--- src/logic/dsfi_pkg.sv ---
// constants shared by the serial frame input block
// assumes a single 40 MHz sampling clock and an external shift clock
package dsfi_pkg;
   localparam int unsigned DSFI_WORD_W     = 16;
   localparam int unsigned DSFI_UPDATE_CNT = 16;
   localparam int unsigned DSFI_ABORT_CNT  = 15;
   localparam int unsigned DSFI_CNT_W      = 6;
   localparam logic [15:0] DSFI_WORD_RST   = 16'h0000;
   localparam logic [3:0]  DSFI_MODE_RST   = 4'h0;
   localparam logic [7:0]  DSFI_PD_RST     = 8'h00;
   localparam logic [11:0] DSFI_VAL_RST    = 12'h000;
   localparam int unsigned DSFI_SYNC_STAGES = 2;
   typedef enum logic [1:0] {
      DSFI_IDLE  = 2'b00,
      DSFI_SHIFT = 2'b01,
      DSFI_DONE  = 2'b11
   } dsfi_state_t;
endpackage

--- src/logic/dsfi_buf2.sv ---
// two-entry valid/ready buffer for committed words
// assumes both sides on the same clock
`timescale 1ns/100ps
module dsfi_buf2 #(
   parameter int unsigned W = 16
) (
   input  wire logic         clk_i,
   input  wire logic         rst_n_i,
   input  wire logic         in_valid_i,
   output logic              in_ready_o,
   input  wire logic [W-1:0] in_data_i,
   output logic              out_valid_o,
   input  wire logic         out_ready_i,
   output logic [W-1:0]      out_data_o
);
   logic [W-1:0] mem_r [2];
   logic         rd_r;
   logic         wr_r;
   logic [1:0]   cnt_r;
   wire          push = in_valid_i && (cnt_r != 2'h2);
   wire          pop  = out_ready_i && (cnt_r != 2'h0);
   assign in_ready_o  = (cnt_r != 2'h2);
   assign out_valid_o = (cnt_r != 2'h0);
   assign out_data_o  = mem_r[rd_r];
   always_ff @(posedge clk_i or negedge rst_n_i) begin
      if (!rst_n_i) begin
         mem_r[0] <= '0;
         mem_r[1] <= '0;
         rd_r     <= 1'b0;
         wr_r     <= 1'b0;
         cnt_r    <= 2'h0;
      end else begin
         if (push) begin
            mem_r[wr_r] <= in_data_i;
            wr_r        <= ~wr_r;
         end
         if (pop) begin
            rd_r <= ~rd_r;
         end
         cnt_r <= cnt_r + {1'b0, push} - {1'b0, pop};
      end
   end
endmodule

--- src/logic/dsfi_top.sv ---
// serial frame input of an eight-channel dac: shift, commit, chain out
// assumes REF_CLK_I at least four times faster than the shift clock
`timescale 1ns/100ps
// What this block does
// - while strobe low, capture data bit on every falling shift-clock edge
// - strobe rise after sixteenth falling edge commits word to the dac
// - strobe rise before fifteenth falling edge aborts, word discarded
// - chain output carries data only after more than sixteen clocks low
// - committed word selects mode and channel register value, power-down only in mode F
module dsfi_top
   import dsfi_pkg::*;
(
   input  wire logic        REF_CLK_I,
   input  wire logic        RESETN_I,
   input  wire logic        SYNC_N_I,
   input  wire logic        SCLK_I,
   input  wire logic        DIN_I,
   output logic             DOUT_O,
   output logic             WORD_VALID_O,
   input  wire logic        WORD_READY_I,
   output logic [15:0]      WORD_O,
   output logic [3:0]       MODE_O,
   output logic [7:0]       PD_O,
   output logic [11:0]      VALUE_O,
   output logic             ABORT_O,
   output logic             OVERRUN_O
);
   // ****************************************************
   // input synchronisers
   // ****************************************************
   logic [1:0] sync_s_r;
   logic [1:0] sclk_s_r;
   logic [1:0] din_s_r;
   logic       sclk_d_r;
   logic       sync_d_r;
   always_ff @(posedge REF_CLK_I or negedge RESETN_I) begin
      if (!RESETN_I) begin
         sync_s_r <= 2'h3;
         sclk_s_r <= 2'h3;
         din_s_r  <= 2'h0;
         sclk_d_r <= 1'b1;
         sync_d_r <= 1'b1;
      end else begin
         sync_s_r <= {sync_s_r[0], SYNC_N_I};
         sclk_s_r <= {sclk_s_r[0], SCLK_I};
         din_s_r  <= {din_s_r[0], DIN_I};
         sclk_d_r <= sclk_s_r[1];
         sync_d_r <= sync_s_r[1];
      end
   end
   wire sync_n   = sync_s_r[1];
   wire sclk_fall = sclk_d_r && !sclk_s_r[1];
   wire sync_fall = sync_d_r && !sync_n;
   wire sync_rise = !sync_d_r && sync_n;
   wire din_bit  = din_s_r[1];
   // ****************************************************
   // frame control
   // ****************************************************
   dsfi_state_t          state_r;
   dsfi_state_t          state_nxt;
   logic [DSFI_CNT_W-1:0] cnt_r;
   logic [15:0]          shreg_r;
   logic                 dout_r;
   logic                 abort_r;
   logic                 ovr_r;
   logic                 commit_r;
   logic [15:0]          commit_word_r;
   wire shifting  = (state_r != DSFI_IDLE) && !sync_n;
   wire take_bit  = shifting && sclk_fall;
   wire full_word = (cnt_r >= DSFI_CNT_W'(DSFI_UPDATE_CNT));
   wire early     = (cnt_r < DSFI_CNT_W'(DSFI_ABORT_CNT));
   wire do_commit = sync_rise && (state_r != DSFI_IDLE) && full_word;
   wire do_abort  = sync_rise && (state_r != DSFI_IDLE) && !full_word;
   wire chain_on  = full_word;
   wire buf_ready;
   always_comb begin
      state_nxt = state_r;
      case (state_r)
         DSFI_IDLE:  if (sync_fall) state_nxt = DSFI_SHIFT;
         DSFI_SHIFT: if (sync_n) state_nxt = DSFI_IDLE;
                     else if (full_word) state_nxt = DSFI_DONE;
         DSFI_DONE:  if (sync_n) state_nxt = DSFI_IDLE;
         default:    state_nxt = DSFI_IDLE;
      endcase
   end
   always_ff @(posedge REF_CLK_I or negedge RESETN_I) begin
      if (!RESETN_I) begin
         state_r <= DSFI_IDLE;
         cnt_r   <= '0;
         shreg_r <= DSFI_WORD_RST;
         dout_r  <= 1'b0;
      end else begin
         state_r <= state_nxt;
         if (sync_fall) begin
            cnt_r <= '0;
         end else if (take_bit && !cnt_r[DSFI_CNT_W-1]) begin
            cnt_r <= cnt_r + DSFI_CNT_W'(1);
         end
         if (take_bit) begin
            shreg_r <= {shreg_r[14:0], din_bit};
            // oldest bit leaves only once a whole word sits inside
            dout_r  <= chain_on ? shreg_r[15] : 1'b0;
         end else if (sync_n) begin
            dout_r  <= 1'b0;
         end
      end
   end
   // ****************************************************
   // commit, abort and word decode
   // ****************************************************
   // an abort between the fifteenth and sixteenth edge is also discarded:
   // no update without a whole word
   always_ff @(posedge REF_CLK_I or negedge RESETN_I) begin
      if (!RESETN_I) begin
         commit_r      <= 1'b0;
         commit_word_r <= DSFI_WORD_RST;
         abort_r       <= 1'b0;
         ovr_r         <= 1'b0;
      end else begin
         commit_r <= do_commit;
         abort_r  <= do_abort && early;
         if (do_commit) begin
            commit_word_r <= shreg_r;
         end
         // sticky: set wins, only reset clears
         ovr_r <= ovr_r | (commit_r && !buf_ready);
      end
   end
   logic        bvalid;
   logic [15:0] bdata;
   // pop only when the output stage takes the word, so none is sent twice;
   // while stalled the output stage and both entries hold three words
   dsfi_buf2 #(.W(DSFI_WORD_W)) u_buf (
      .clk_i       (REF_CLK_I),
      .rst_n_i     (RESETN_I),
      .in_valid_i  (commit_r),
      .in_ready_o  (buf_ready),
      .in_data_i   (commit_word_r),
      .out_valid_o (bvalid),
      .out_ready_i (!WORD_VALID_O || WORD_READY_I),
      .out_data_o  (bdata)
   );
   wire take_out = bvalid && (!WORD_VALID_O || WORD_READY_I);
   always_ff @(posedge REF_CLK_I or negedge RESETN_I) begin
      if (!RESETN_I) begin
         WORD_VALID_O <= 1'b0;
         WORD_O       <= DSFI_WORD_RST;
         MODE_O       <= DSFI_MODE_RST;
         PD_O         <= DSFI_PD_RST;
         VALUE_O      <= DSFI_VAL_RST;
      end else begin
         if (take_out) begin
            WORD_VALID_O <= 1'b1;
            WORD_O       <= bdata;
            MODE_O       <= bdata[15:12];
            VALUE_O      <= bdata[11:0];
            PD_O         <= (bdata[15:12] == 4'hF) ?
                            bdata[7:0] : PD_O;
         end else if (WORD_READY_I) begin
            WORD_VALID_O <= 1'b0;
         end
      end
   end
   assign DOUT_O    = dout_r;
   assign ABORT_O   = abort_r;
   assign OVERRUN_O = ovr_r;
   // ****************************************************
   // checks
   // ****************************************************
   a_commit_needs_16: assert property (
      @(posedge REF_CLK_I) disable iff (!RESETN_I)
      commit_r |-> $past(cnt_r) >= DSFI_CNT_W'(DSFI_UPDATE_CNT))
      else $error("commit without sixteen edges");
   a_abort_no_commit: assert property (
      @(posedge REF_CLK_I) disable iff (!RESETN_I)
      abort_r |-> !commit_r && $past(cnt_r) < DSFI_CNT_W'(DSFI_ABORT_CNT))
      else $error("aborted frame committed");
   a_shift_on_fall: assert property (
      @(posedge REF_CLK_I) disable iff (!RESETN_I)
      take_bit |=> shreg_r[0] == $past(din_bit))
      else $error("bit not captured");
   a_chain_quiet: assert property (
      @(posedge REF_CLK_I) disable iff (!RESETN_I)
      (take_bit && !chain_on) |=> !DOUT_O)
      else $error("chain output active too early");
   a_chain_delay: assert property (
      @(posedge REF_CLK_I) disable iff (!RESETN_I)
      (take_bit && chain_on) |=> DOUT_O == $past(shreg_r[15]))
      else $error("chain output not sixteen-delayed");
   a_commit_data: assert property (
      @(posedge REF_CLK_I) disable iff (!RESETN_I)
      do_commit |=> commit_word_r == $past(shreg_r))
      else $error("committed word wrong");
   a_word_decode: assert property (
      @(posedge REF_CLK_I) disable iff (!RESETN_I)
      take_out |=> MODE_O == WORD_O[15:12] && VALUE_O == WORD_O[11:0])
      else $error("word fields wrong");
   a_idle_on_high: assert property (
      @(posedge REF_CLK_I) disable iff (!RESETN_I)
      sync_rise |=> state_r == DSFI_IDLE)
      else $error("frame not closed by strobe rise");
   a_abort_single: assert property (
      @(posedge REF_CLK_I) disable iff (!RESETN_I)
      ABORT_O |=> !ABORT_O)
      else $error("abort pulse longer than one cycle");
   a_no_word_early: assert property (
      @(posedge REF_CLK_I) disable iff (!RESETN_I)
      (sync_rise && cnt_r < DSFI_CNT_W'(DSFI_UPDATE_CNT)) |=> !commit_r)
      else $error("short frame committed");
   a_valid_held: assert property (
      @(posedge REF_CLK_I) disable iff (!RESETN_I)
      (WORD_VALID_O && !WORD_READY_I) |=> WORD_VALID_O && $stable(WORD_O))
      else $error("stalled word dropped or changed");
   a_dout_idle: assert property (
      @(posedge REF_CLK_I) disable iff (!RESETN_I)
      sync_n |=> !DOUT_O)
      else $error("chain output active outside frame");
   a_pd_hold: assert property (
      @(posedge REF_CLK_I) disable iff (!RESETN_I)
      (take_out && bdata[15:12] != 4'hF) |=> $stable(PD_O))
      else $error("power-down field changed by other mode");
endmodule

--- config.mk ---
export PLATFORM = sky130hd
export DESIGN_NAME = dsfi_top
export DESIGN_NICKNAME = d
export VERILOG_FILES = /design/src/logic/dsfi_pkg.sv /design/src/logic/dsfi_buf2.sv /design/src/logic/dsfi_top.sv
export SDC_FILE = /design/constraint.sdc
export NUM_CORES = 1
export LEC_CHECK = 0
export ABC_AREA = 1
export BUFFER_PORTS_ARGS = -buffer_cell sky130_fd_sc_hd__buf_2
export CAP_MARGIN = 10
export CORE_ASPECT_RATIO = 0.5
export CORE_MARGIN = 4
export CORE_UTILIZATION = 40
export DETAILED_ROUTE_END_ITERATION = 12
export PLACE_DENSITY = 0.55
export SLEW_MARGIN = 20
export SYNTH_ARGS = -nofsm -noshare
export SYNTH_HDL_FRONTEND = slang
export SYNTH_HIERARCHICAL = 1
export SYNTH_SLANG_ARGS = --single-unit
--- constraint.sdc ---
create_clock -name REF_CLK_I -period 1.9 [get_ports REF_CLK_I]
set_input_delay 0.285 -clock REF_CLK_I [delete_from_list [all_inputs] [get_ports REF_CLK_I]]
set_output_delay 0.285 -clock REF_CLK_I [all_outputs]
set_load 0.02 [all_outputs]
==> flow_summary.html, run 1 <==
<table>
<tr><th>Metric</th><th>Value</th></tr>
<tr><th colspan="2">Power and ir drop</th></tr>
<tr><td>Switching power share of the total</td><td>25.5%</td></tr>
<tr><td>Leak Pwr</td><td>3.16 nW</td></tr>
<tr><td>Portion of total power attributed to combinational logic</td><td>a little under an eighth</td></tr>
<tr><td>Total internal power</td><td>0.00508 W</td></tr>
<tr><td>Power density over the cells</td><td>1140 mW/mm²</td></tr>
<tr><td>Power spent charging and discharging nets</td><td>between 0.0015 and 0.002 W</td></tr>
<tr><td>Peak supply drop</td><td>roughly 0.00045 V</td></tr>
<tr><td>Clock Power Share</td><td>~50%</td></tr>
<tr><td>Portion of total power attributed to sequential cells</td><td>38.3%</td></tr>
<tr><th colspan="2">Timing</th></tr>
<tr><td>Total Neg Setup Slack</td><td>0 ns</td></tr>
<tr><td>Final hold slack</td><td>0.197 ns</td></tr>
<tr><td>Actual slew at the worst max-slew pin</td><td>0.399 ns</td></tr>
<tr><td>Portion of the clock cycle consumed by the worst path in the final layout</td><td>80.2%</td></tr>
<tr><td>Final setup skew</td><td>0.00932 ns</td></tr>
<tr><td>Number of endpoints failing setup at the final stage</td><td>0</td></tr>
<tr><td>Number of hold-slack violations in the final timing report</td><td>0</td></tr>
<tr><td>Min Tclk post-route</td><td>around 1.5 ns</td></tr>
<tr><td>Relative slew slack</td><td>73.4%</td></tr>
<tr><td>Upper clock frequency limit</td><td>656 MHz</td></tr>
<tr><td>Number of max-slew violations in the final report</td><td>0</td></tr>
<tr><td>Setup repair after global routing missed its margin</td><td>false</td></tr>
<tr><th colspan="2">Flow run</th></tr>
<tr><td>Max Cap Viol</td><td>0</td></tr>
<tr><th colspan="2">Die</th></tr>
<tr><td>Die Y-Extent</td><td>around 87 µm</td></tr>
<tr><td>Count of boundary I/O pins</td><td>50</td></tr>
<tr><td>Die footprint</td><td>0.0144 mm²</td></tr>
<tr><td>Starting Density</td><td>41.5%</td></tr>
<tr><td>Die X-Extent</td><td>166 µm</td></tr>
<tr><td>Core area</td><td>0.0120 mm²</td></tr>
<tr><td>Number of placement rows</td><td>28</td></tr>
<tr><th colspan="2">Global route</th></tr>
<tr><td>Total global routing track utilization</td><td>15.1%</td></tr>
<tr><td>Maximum number of pins on one net before global-route repair</td><td>47</td></tr>
<tr><td>Via count of the first global-routing pass</td><td>3357</td></tr>
<tr><td>Antenna violations before repair</td><td>0</td></tr>
<tr><td>First-pass GRT wire length</td><td>17.4 mm</td></tr>
<tr><td>Global-route congestion overflow total</td><td>0</td></tr>
<tr><th colspan="2">Detailed routing</th></tr>
<tr><td>Drt pass-1 iters</td><td>4</td></tr>
<tr><td>Via count</td><td>3589</td></tr>
<tr><td>DRC viols</td><td>0</td></tr>
<tr><td>Final ANT Viol Nets</td><td>0</td></tr>
<tr><td>Total routed wirelength</td><td>9.92 mm</td></tr>
<tr><td>Detailed Route Iter0 Violations</td><td>289</td></tr>
<tr><td>Vias per inst</td><td>4.58</td></tr>
<tr><td>Avg WL per Cell</td><td>12.7 µm</td></tr>
<tr><th colspan="2">Clock network</th></tr>
<tr><td>Clock tree from TritonCTS</td><td>done</td></tr>
<tr><td>Clock sink total</td><td>113</td></tr>
<tr><td>Worst-skew pair later-pin latency</td><td>around 0.40 ns</td></tr>
<tr><td>Clock input transition at the sequential cells of the worst setup and hold paths</td><td>roughly 0.06 ns</td></tr>
<tr><td>Htree depth</td><td>4</td></tr>
<tr><td>Number of instances resized during post-cts repair</td><td>0</td></tr>
<tr><td>Number of clock buffers inserted by TritonCTS</td><td>17</td></tr>
<tr><td>Maximum root-to-sink buffer count</td><td>2</td></tr>
<tr><td>Number of setup buffers added after CTS</td><td>0</td></tr>
<tr><td>Clock root cell</td><td>clkbuf_16</td></tr>
<tr><th colspan="2">Critical path</th></tr>
<tr><td>R2r worst-path depth</td><td>8</td></tr>
<tr><td>Top cell by count, worst path</td><td>nand2_1</td></tr>
<tr><td>Delay-heaviest family, CP</td><td>simple AND/OR/NAND/NOR gates</td></tr>
<tr><td>Destination of the critical timing path</td><td>PD_O[4]$_DFFE_PN0P_</td></tr>
<tr><td>Category of the critical setup timing path</td><td>reg2reg</td></tr>
<tr><td>Worst path buffer plus inverter count</td><td>2</td></tr>
<tr><td>Critical Path Source</td><td>u_buf/rd_r$_DFFE_PN0P_</td></tr>
<tr><td>Critical-path maximum fanout</td><td>16</td></tr>
<tr><td>Cell with the biggest individual delay on the critical path</td><td>dfrtp_1</td></tr>
<tr><td>Cells along the critical path</td><td>inv_2, nand2_1, nand2_1, inv_1, nor3_1, nand2_2, nand2_1, o21ai_0</td></tr>
<tr><td>Worst R2R End</td><td>PD_O[4]$_DFFE_PN0P_</td></tr>
<tr><td>Critical path capture point type</td><td>flop</td></tr>
<tr><td>Worst reg-to-reg setup slack</td><td>0.38 ns</td></tr>
<tr><td>Slowest cell delay on critical path</td><td>0.47 ns</td></tr>
<tr><td>Startpoint class of the critical path</td><td>flop</td></tr>
<tr><td>Reg2Reg Launch Point</td><td>u_buf/rd_r$_DFFE_PN0P_</td></tr>
<tr><td>Data arrival time of the critical path</td><td>~1.8 ns</td></tr>
<tr><td>Number of cells on the critical path</td><td>8</td></tr>
<tr><td>Required time at the endpoint of the critical path</td><td>2.18 ns</td></tr>
<tr><th colspan="2">Synthesis</th></tr>
<tr><td>Cell with the most instances after synthesis</td><td>nand2_1</td></tr>
<tr><td>Most numerous cell types in the synthesized netlist</td><td>nand2_1 (214), dfrtp_1 (107), inv_1 (44), nand4_1 (35), o21ai_0 (34)</td></tr>
<tr><td>Adder-cell area share of the yosys netlist</td><td>0.504%</td></tr>
<tr><td>Share of synthesized area spent on multiplexers</td><td>0%</td></tr>
<tr><td>Ys async rst share</td><td>100%</td></tr>
<tr><td>Combinational family with the most area after synthesis</td><td>simple AND/OR/NAND/NOR gates</td></tr>
<tr><td>Total of flip-flops plus latches after synthesis</td><td>between 100 and 150</td></tr>
<tr><td>Synth Warn #</td><td>6</td></tr>
<tr><td>Simple logic cell fraction of the synthesized area</td><td>approximately 29%</td></tr>
<tr><td>Distinct cell type count of the synthesized netlist</td><td>28</td></tr>
<tr><td>Post-synthesis instance total</td><td>558</td></tr>
<tr><td>Area of the mapped netlist</td><td>0.00497 mm²</td></tr>
<tr><td>Area leader, netlist</td><td>dfrtp_1</td></tr>
<tr><td>EDFF count, synth</td><td>0</td></tr>
<tr><td>Flip-flop cell with the highest count after synthesis</td><td>dfrtp_1</td></tr>
<tr><td>Cell types with the largest area share after synthesis</td><td>dfrtp_1 (54%), nand2_1 (16%), nand4_1 (4.4%)</td></tr>
<tr><td>Share of Yosys cell area claimed by the top area cell type</td><td>between 50% and 60%</td></tr>
<tr><td>Share of synthesized area occupied by flip-flops and latches</td><td>57.1%</td></tr>
<tr><td>Compound-cell area share of the yosys netlist</td><td>4.13%</td></tr>
<tr><td>Total nets after synthesis</td><td>566</td></tr>
<tr><td>Average size of a mapped cell</td><td>8.90 µm²</td></tr>
<tr><td>Post-synthesis share of cell area spent on xor and xnor gates</td><td>less than 1%</td></tr>
<tr><th colspan="2">Placement</th></tr>
<tr><td>Area of placed instances</td><td>around 0.0053 mm²</td></tr>
<tr><td>Total of buffers placed on input and output ports</td><td>49</td></tr>
<tr><td>Routability congestion estimate from global placement</td><td>0.773</td></tr>
<tr><td>Post-detail-place hpwl</td><td>6.77 mm</td></tr>
<tr><th colspan="2">Outcome</th></tr>
<tr><td>Run status</td><td>finished, final reports clean</td></tr>
<tr><th colspan="2">Cells and area</th></tr>
<tr><td>Final core utilization</td><td>49.7%</td></tr>
<tr><td>Final-stage net count</td><td>between 600 and 700</td></tr>
<tr><td>Fraction of layout instances using a drive strength above 1</td><td>23.4%</td></tr>
<tr><td>Final non-filler cell area</td><td>0.00596 mm²</td></tr>
<tr><td>Final antenna diode count</td><td>0</td></tr>
<tr><td>Post-synthesis to final-layout area growth</td><td>19.9%</td></tr>
<tr><th colspan="2">Min path</th></tr>
<tr><td>Class of the worst hold path</td><td>in2reg</td></tr>
</table>
[worst min-delay path by stage]
| stage | from | cells past startpoint | to | slack (ns) |
|---|---|---|---|---|
| after floorplan | RESETN_I | 0 | ABORT_O$_DFF_PN0_ | -0.01 |
| after global placement | RESETN_I | 1 | din_s_r[0]$_DFF_PN0_ | 0.23 |
| after detailed placement | RESETN_I | 1 | din_s_r[0]$_DFF_PN0_ | 0.23 |
| after CTS | WORD_READY_I | 4 | WORD_VALID_O$_DFFE_PN0P_ | 0.17 |
| after global routing | WORD_READY_I | 4 | WORD_VALID_O$_DFFE_PN0P_ | 0.21 |
| final | WORD_READY_I | 4 | WORD_VALID_O$_DFFE_PN0P_ | 0.20 |
[sequential cells by signal, indices dropped and copies added (netlist names), 2 cells and up]
name and count:
u_buf/cnt_r 2, shreg_r 16, sclk_s_r 2, sync_s_r 2, cnt_r 6, WORD_O 16, commit_word_r 16, din_s_r 2
state_r 2, u_buf/mem_r 32, PD_O 8
[per-stage QoR]
| stage | cells | power (W) | worst slack, ns |
|---|---|---|---|
| global placement | 748 | 0.00343 | 0.430 |
| detailed placement | 748 | 0.00345 | 0.374 |
| finish | 784 | 0.00681 | 0.377 |
| global route | 784 | 0.00713 | 0.215 |
| CTS | 784 | 0.00689 | 0.359 |
| floorplan | 558 | 0.00319 | 0.279 |
[cells by family (layout without fill, tap and decap cells)]
group | Yosys count | in the layout
AND/OR/NAND/NOR | 313 | 313
flip-flops | 113 | 113
buffers and inverters | 88 | 149
AO/OA/AOI/OAI | 40 | 40
adder cells (fa/ha/maj) | 2 | 2
XOR/XNOR | 2 | 2
[worst reg2reg max path, cell delays in order (launching register included)]
cell     delay, ns
dfrtp_1       0.47
inv_2         0.16
nand2_1       0.07
nand2_1       0.06
inv_1         0.05
nor3_1        0.21
nand2_2       0.21
nand2_1       0.10
o21ai_0       0.08
[per-layer routing]
| layer | global-route usage [%] | wire length, µm |
|---|---|---|
| met5 | 0 | 0 |
| met4 | 5.16 | 29 |
| met3 | 4.74 | 546 |
| met2 | 20.5 | 3830 |
| met1 | 22.8 | 5520 |
[layout by cell type (no fill, tap or decap), types with 2 or more instances in the layout]
master | synthesis | layout
clkinvlp_4 | 0 | 2
o21ai_0 | 34 | 34
nand4_1 | 35 | 35
inv_1 | 44 | 44
nor3_1 | 2 | 2
clkbuf_8 | 0 | 4
nand2_2 | 32 | 32
buf_4 | 19 | 14
nor2_2 | 3 | 3
nand2_1 | 214 | 214
o21ai_1 | 3 | 3
nand3_4 | 2 | 2
dfrtp_1 | 107 | 107
buf_2 | 14 | 48
buf_12 | 2 | 2
clkinv_2 | 0 | 4
ha_1 | 2 | 2
clkbuf_16 | 0 | 17
dfstp_2 | 6 | 6
dlygate4sd3_1 | 0 | 4
nand3_1 | 13 | 13
bufinv_16 | 0 | 4
nor2_1 | 10 | 10
inv_2 | 4 | 4
[final cells by class]
cell class              instances  area, µm²
multi-input cells             357       1660
repair buffers                 68        425
fillers                      1155       6020
flip-flops and latches        113       2840
clock buffers                  22        484
well taps                     165        206
clock inverters                10        155
inverters                      49        186
[power groups by stage]
| stage | combinational (W) | clock, W | sequential [W] |
|---|---|---|---|
| floorplan | 0.000561 | 0 | 0.00263 |
| global placement | 0.000781 | 0 | 0.00265 |
| detailed placement | 0.000794 | 0 | 0.00265 |
| CTS | 0.000802 | 0.00348 | 0.00261 |
| global route | 0.000905 | 0.00359 | 0.00263 |
| finish | 0.000792 | 0.00341 | 0.00261 |
[repair_timing]
item	4_1_cts	5_1_grt
setup endpoints to repair	0	0
hold endpoints to repair	23	0
hold buffers	4	0
Note: power is estimated with default switching activity, not from simulation.
==> run 2: changes to the inputs <==
--- a/config.mk
+++ b/config.mk
@@ -12,7 +12,7 @@
 export CORE_MARGIN = 4
 export CORE_UTILIZATION = 40
 export DETAILED_ROUTE_END_ITERATION = 12
-export PLACE_DENSITY = 0.55
+export PLACE_DENSITY = 0.57
 export SLEW_MARGIN = 20
 export SYNTH_ARGS = -nofsm -noshare
 export SYNTH_HDL_FRONTEND = slang
==> constraint.sdc (replaced) <==
create_clock -name REF_CLK_I -period 1.3 [get_ports REF_CLK_I]
set_input_delay 0.195 -clock REF_CLK_I [delete_from_list [all_inputs] [get_ports REF_CLK_I]]
set_output_delay 0.195 -clock REF_CLK_I [all_outputs]
set_load 0.02 [all_outputs]
==> run 2 against run 1 <==
Worst setup slack worse by 0.52 ns. First-iteration DRC count is 3.1% higher. Largest power group unchanged. Final cell count up 5.9%. The run now ends with setup timing left. Sequential cell count did not move. Critical endpoint is now PD_O[2]$_DFFE_PN0P_.
==> flow_summary.html, run 2 (same netlist as run 1, synthesis figures left out) <==
<table>
<tr><th>Metric</th><th>Value</th></tr>
<tr><th colspan="2">Die</th></tr>
<tr><td>Die Y-Extent</td><td>86.8 µm (unchanged)</td></tr>
<tr><td>Number of placement rows</td><td>28 (unchanged)</td></tr>
<tr><td>Count of boundary I/O pins</td><td>50 (unchanged)</td></tr>
<tr><td>Starting Density</td><td>41.5% (unchanged)</td></tr>
<tr><td>Die footprint</td><td>0.0144 mm² (unchanged)</td></tr>
<tr><td>Die X-Extent</td><td>166 µm (unchanged)</td></tr>
<tr><td>Core area</td><td>0.0120 mm² (unchanged)</td></tr>
<tr><th colspan="2">Power and ir drop</th></tr>
<tr><td>Power density over the cells</td><td>1580 mW/mm² (was 1140 mW/mm²)</td></tr>
<tr><td>Peak supply drop</td><td>0.000956 V (was 0.000448 V)</td></tr>
<tr><td>Leak Pwr</td><td>3.85 nW (was 3.16 nW)</td></tr>
<tr><th colspan="2">Global route</th></tr>
<tr><td>Antenna violations before repair</td><td>0 (unchanged)</td></tr>
<tr><td>Via count of the first global-routing pass</td><td>3677 (was 3357)</td></tr>
<tr><td>Global-route congestion overflow total</td><td>0 (unchanged)</td></tr>
<tr><td>Maximum number of pins on one net before global-route repair</td><td>38 (was 47)</td></tr>
<tr><td>Total global routing track utilization</td><td>16.0% (was 15.1%)</td></tr>
<tr><td>First-pass GRT wire length</td><td>18.6 mm (was 17.4 mm)</td></tr>
<tr><th colspan="2">Min path</th></tr>
<tr><td>HP Start</td><td>WORD_READY_I (unchanged)</td></tr>
<tr><td>Worst Hold Depth</td><td>5 (was 4)</td></tr>
<tr><td>Worst Hold Endpoint</td><td>WORD_VALID_O$_DFFE_PN0P_ (unchanged)</td></tr>
<tr><td>Class of the worst hold path</td><td>in2reg (unchanged)</td></tr>
<tr><th colspan="2">Detailed routing</th></tr>
<tr><td>Total routed wirelength</td><td>11.4 mm (was 9.92 mm)</td></tr>
<tr><td>Drt pass-1 iters</td><td>4 (unchanged)</td></tr>
<tr><td>Avg WL per Cell</td><td>13.8 µm (was 12.7 µm)</td></tr>
<tr><td>DRC viols</td><td>0 (unchanged)</td></tr>
<tr><td>Final ANT Viol Nets</td><td>0 (unchanged)</td></tr>
<tr><td>Vias per inst</td><td>4.62 (was 4.58)</td></tr>
<tr><td>Detailed Route Iter0 Violations</td><td>298 (was 289)</td></tr>
<tr><td>Via count</td><td>3836 (was 3589)</td></tr>
<tr><th colspan="2">Timing</th></tr>
<tr><td>Number of hold-slack violations in the final timing report</td><td>0 (unchanged)</td></tr>
<tr><td>Total Neg Setup Slack</td><td>-2.17 ns (was 0 ns)</td></tr>
<tr><td>Upper clock frequency limit</td><td>694 MHz (was 656 MHz)</td></tr>
<tr><td>Setup repair after global routing missed its margin</td><td>true (was false)</td></tr>
<tr><td>Relative slew slack</td><td>77.7% (was 73.4%)</td></tr>
<tr><td>Least setup slack across all paths after layout</td><td>-0.140 ns (was 0.377 ns)</td></tr>
<tr><td>Actual slew at the worst max-slew pin</td><td>0.334 ns (was 0.399 ns)</td></tr>
<tr><td>Portion of the clock cycle consumed by the worst path in the final layout</td><td>111% (was 80.2%)</td></tr>
<tr><td>Number of max-slew violations in the final report</td><td>0 (unchanged)</td></tr>
<tr><td>Number of endpoints failing setup at the final stage</td><td>30 (was 0)</td></tr>
<tr><td>Final setup skew</td><td>0.0108 ns (was 0.00932 ns)</td></tr>
<tr><td>Min Tclk post-route</td><td>1.44 ns (was 1.52 ns)</td></tr>
<tr><th colspan="2">Cells and area</th></tr>
<tr><td>Flip-flop count of the largest register, all copies and words added</td><td>32 (unchanged)</td></tr>
<tr><td>Final core utilization</td><td>57.8% (was 49.7%)</td></tr>
<tr><td>Most common cell after layout, fill and taps aside</td><td>nand2_1 (unchanged)</td></tr>
<tr><td>Most flop-heavy register</td><td>u_buf/mem_r (unchanged)</td></tr>
<tr><td>Post-synthesis to final-layout area growth</td><td>39.5% (was 19.9%)</td></tr>
<tr><td>Final-stage net count</td><td>660 (was 614)</td></tr>
<tr><td>Fraction of layout instances using a drive strength above 1</td><td>42.1% (was 23.4%)</td></tr>
<tr><td>Final standard cell count with taps included and fillers excluded</td><td>830 (was 784)</td></tr>
<tr><td>Most frequent cells in the layout</td><td>nand2_1 (155), dfrtp_1 (103), nand2_2 (67) (was nand2_1 (214), dfrtp_1 (107), buf_2 (48))</td></tr>
<tr><td>Final antenna diode count</td><td>0 (unchanged)</td></tr>
<tr><th colspan="2">Placement</th></tr>
<tr><td>Post-detail-place hpwl</td><td>6.70 mm (was 6.77 mm)</td></tr>
<tr><td>Total of buffers placed on input and output ports</td><td>49 (unchanged)</td></tr>
<tr><td>Routability congestion estimate from global placement</td><td>0.731 (was 0.773)</td></tr>
<tr><td>Post-place setup slack</td><td>-0.150 ns (was 0.374 ns)</td></tr>
<tr><td>Number of cells in the design after placement</td><td>766 (was 748)</td></tr>
<tr><th colspan="2">Clock network</th></tr>
<tr><td>Clock sink total</td><td>113 (unchanged)</td></tr>
<tr><td>Clock tree from TritonCTS</td><td>done (unchanged)</td></tr>
<tr><td>Clock root cell</td><td>clkbuf_16 (unchanged)</td></tr>
<tr><td>Htree depth</td><td>4 (unchanged)</td></tr>
<tr><td>Maximum root-to-sink buffer count</td><td>2 (unchanged)</td></tr>
<tr><td>Number of clock buffers inserted by TritonCTS</td><td>17 (unchanged)</td></tr>
<tr><td>Clock input transition at the sequential cells of the worst setup and hold paths</td><td>0.06 ns (about the same)</td></tr>
<tr><td>Worst-skew pair later-pin latency</td><td>0.40 ns (about the same)</td></tr>
<tr><th colspan="2">Critical path</th></tr>
<tr><td>Cell with the biggest individual delay on the critical path</td><td>dfrtp_2 (was dfrtp_1)</td></tr>
<tr><td>Required time at the endpoint of the critical path</td><td>1.59 ns (was 2.18 ns)</td></tr>
<tr><td>Data arrival time of the critical path</td><td>1.73 ns (was 1.80 ns)</td></tr>
<tr><td>Critical path capture point type</td><td>flop (unchanged)</td></tr>
<tr><td>Worst reg-to-reg setup slack</td><td>-0.14 ns (was 0.38 ns)</td></tr>
<tr><td>Category of the critical setup timing path</td><td>reg2reg (unchanged)</td></tr>
<tr><td>Worst R2R End</td><td>PD_O[2]$_DFFE_PN0P_ (was PD_O[4]$_DFFE_PN0P_)</td></tr>
<tr><td>Cells along the critical path</td><td>clkinv_4, nand2_2, nand2_2, nand2_2, nor3_4, nand2_2, nand2_1, o21ai_1 (was inv_2, nand2_1, nand2_1, inv_1, nor3_1, nand2_2, nand2_1, o21ai_0)</td></tr>
<tr><td>Slowest cell delay on critical path</td><td>0.45 ns (was 0.47 ns)</td></tr>
<tr><td>R2r worst-path depth</td><td>8 (unchanged)</td></tr>
<tr><td>Startpoint class of the critical path</td><td>flop (unchanged)</td></tr>
<tr><td>Reg2Reg Launch Point</td><td>u_buf/rd_r$_DFFE_PN0P_ (unchanged)</td></tr>
<tr><td>Critical-path maximum fanout</td><td>8 (was 16)</td></tr>
<tr><td>Top cell by count, worst path</td><td>nand2_2 (was nand2_1)</td></tr>
<tr><th colspan="2">Flow run</th></tr>
<tr><td>Max Cap Viol</td><td>0 (unchanged)</td></tr>
<tr><th colspan="2">Outcome</th></tr>
<tr><td>Run status</td><td>complete, but fails checks (was finished, final reports clean)</td></tr>
<tr><td>Violations in the final reports</td><td>setup timing</td></tr>
</table>
==> run 2: cell types whose count changed in the layout (fill, tap and decap cells not counted), sizes merged <==
cell    previous run  this run
inv               49        48
bufinv             4         3
nand2            247       248
clkbuf            22        29
buf               64       103
clkinv             4         5
==> run 2: how the worst max path moves through the flow <==
stage | start | to | slack (ns) | depth (start not counted)
finish | u_buf/rd_r$_DFFE_PN0P_ | PD_O[2]$_DFFE_PN0P_ | -0.14 | 8
global route | u_buf/cnt_r[0]$_DFF_PN0_ | u_buf/cnt_r[1]$_DFF_PN0_ | -0.22 | 12
CTS | u_buf/rd_r$_DFFE_PN0P_ | PD_O[5]$_DFFE_PN0P_ | -0.07 | 8
detailed placement | u_buf/rd_r$_DFFE_PN0P_ | PD_O[0]$_DFFE_PN0P_ | -0.15 | 8
global placement | u_buf/rd_r$_DFFE_PN0P_ | PD_O[0]$_DFFE_PN0P_ | -0.11 | 8
floorplan | u_buf/rd_r$_DFFE_PN0P_ | PD_O[5]$_DFFE_PN0P_ | -0.18 | 11
==> run 2: layout make-up <==
type	count	area [µm²]
multi-input combinational	358	2060
clock buffer	23	488
tap	165	206
fill	1040	5050
sequential	113	2840
clock inverter	9	129
inverter	49	199
timing repair buffer	113	1010
==> run 2: timing repair <==
| item | CTS | global route |
|---|---|---|
| gates resized for setup | 22 | 141 |
| cloned | 1 | 8 |
| pin swaps | 15 | 26 |
| hold buffers | 4 | 0 |
| endpoints found under the setup margin | 55 | 91 |
| hold endpoints to repair | 32 | 0 |
| buffers inserted | 12 | 8 |
==> run 2: critical path: cells and delay by family, from the launching register on <==
kind | cells | cell delay, ns
AND/OR/NAND/NOR | 6 | 0.75
flip-flops | 1 | 0.45
buffers and inverters | 1 | 0.08
AO/OA/AOI/OAI | 1 | 0.06
==> run 2: routing by layer <==
| metal | share of wire (%) | track usage [%] | wire length (µm) |
|---|---|---|---|
| met1 | 50 | 23.4 | 5740 |
| met2 | 45 | 22.7 | 5120 |
| met3 | 4.3 | 4.78 | 495 |
| met4 | 0.53 | 4.94 | 61 |
| met5 | 0 | 0 | 0 |
==> run 2: power by group <==
part	switching, W	internal, W	leakage, nW
Clock	0.00158	0.00321	0.299
Sequential	0.000192	0.00368	1.53
Combinational	0.00119	0.00111	2.02
==> run 2: per-stage QoR <==
step,hold slack [ns],cell area (µm²),total power (W)
2_1_floorplan,-0.101,5000,0.00474
3_3_place_gp,0.118,5480,0.00527
3_5_place_dp,0.125,5480,0.00529
4_1_cts,0.168,6310,0.0104
5_1_grt,0.218,6930,0.0115
6_report,0.198,6930,0.0110
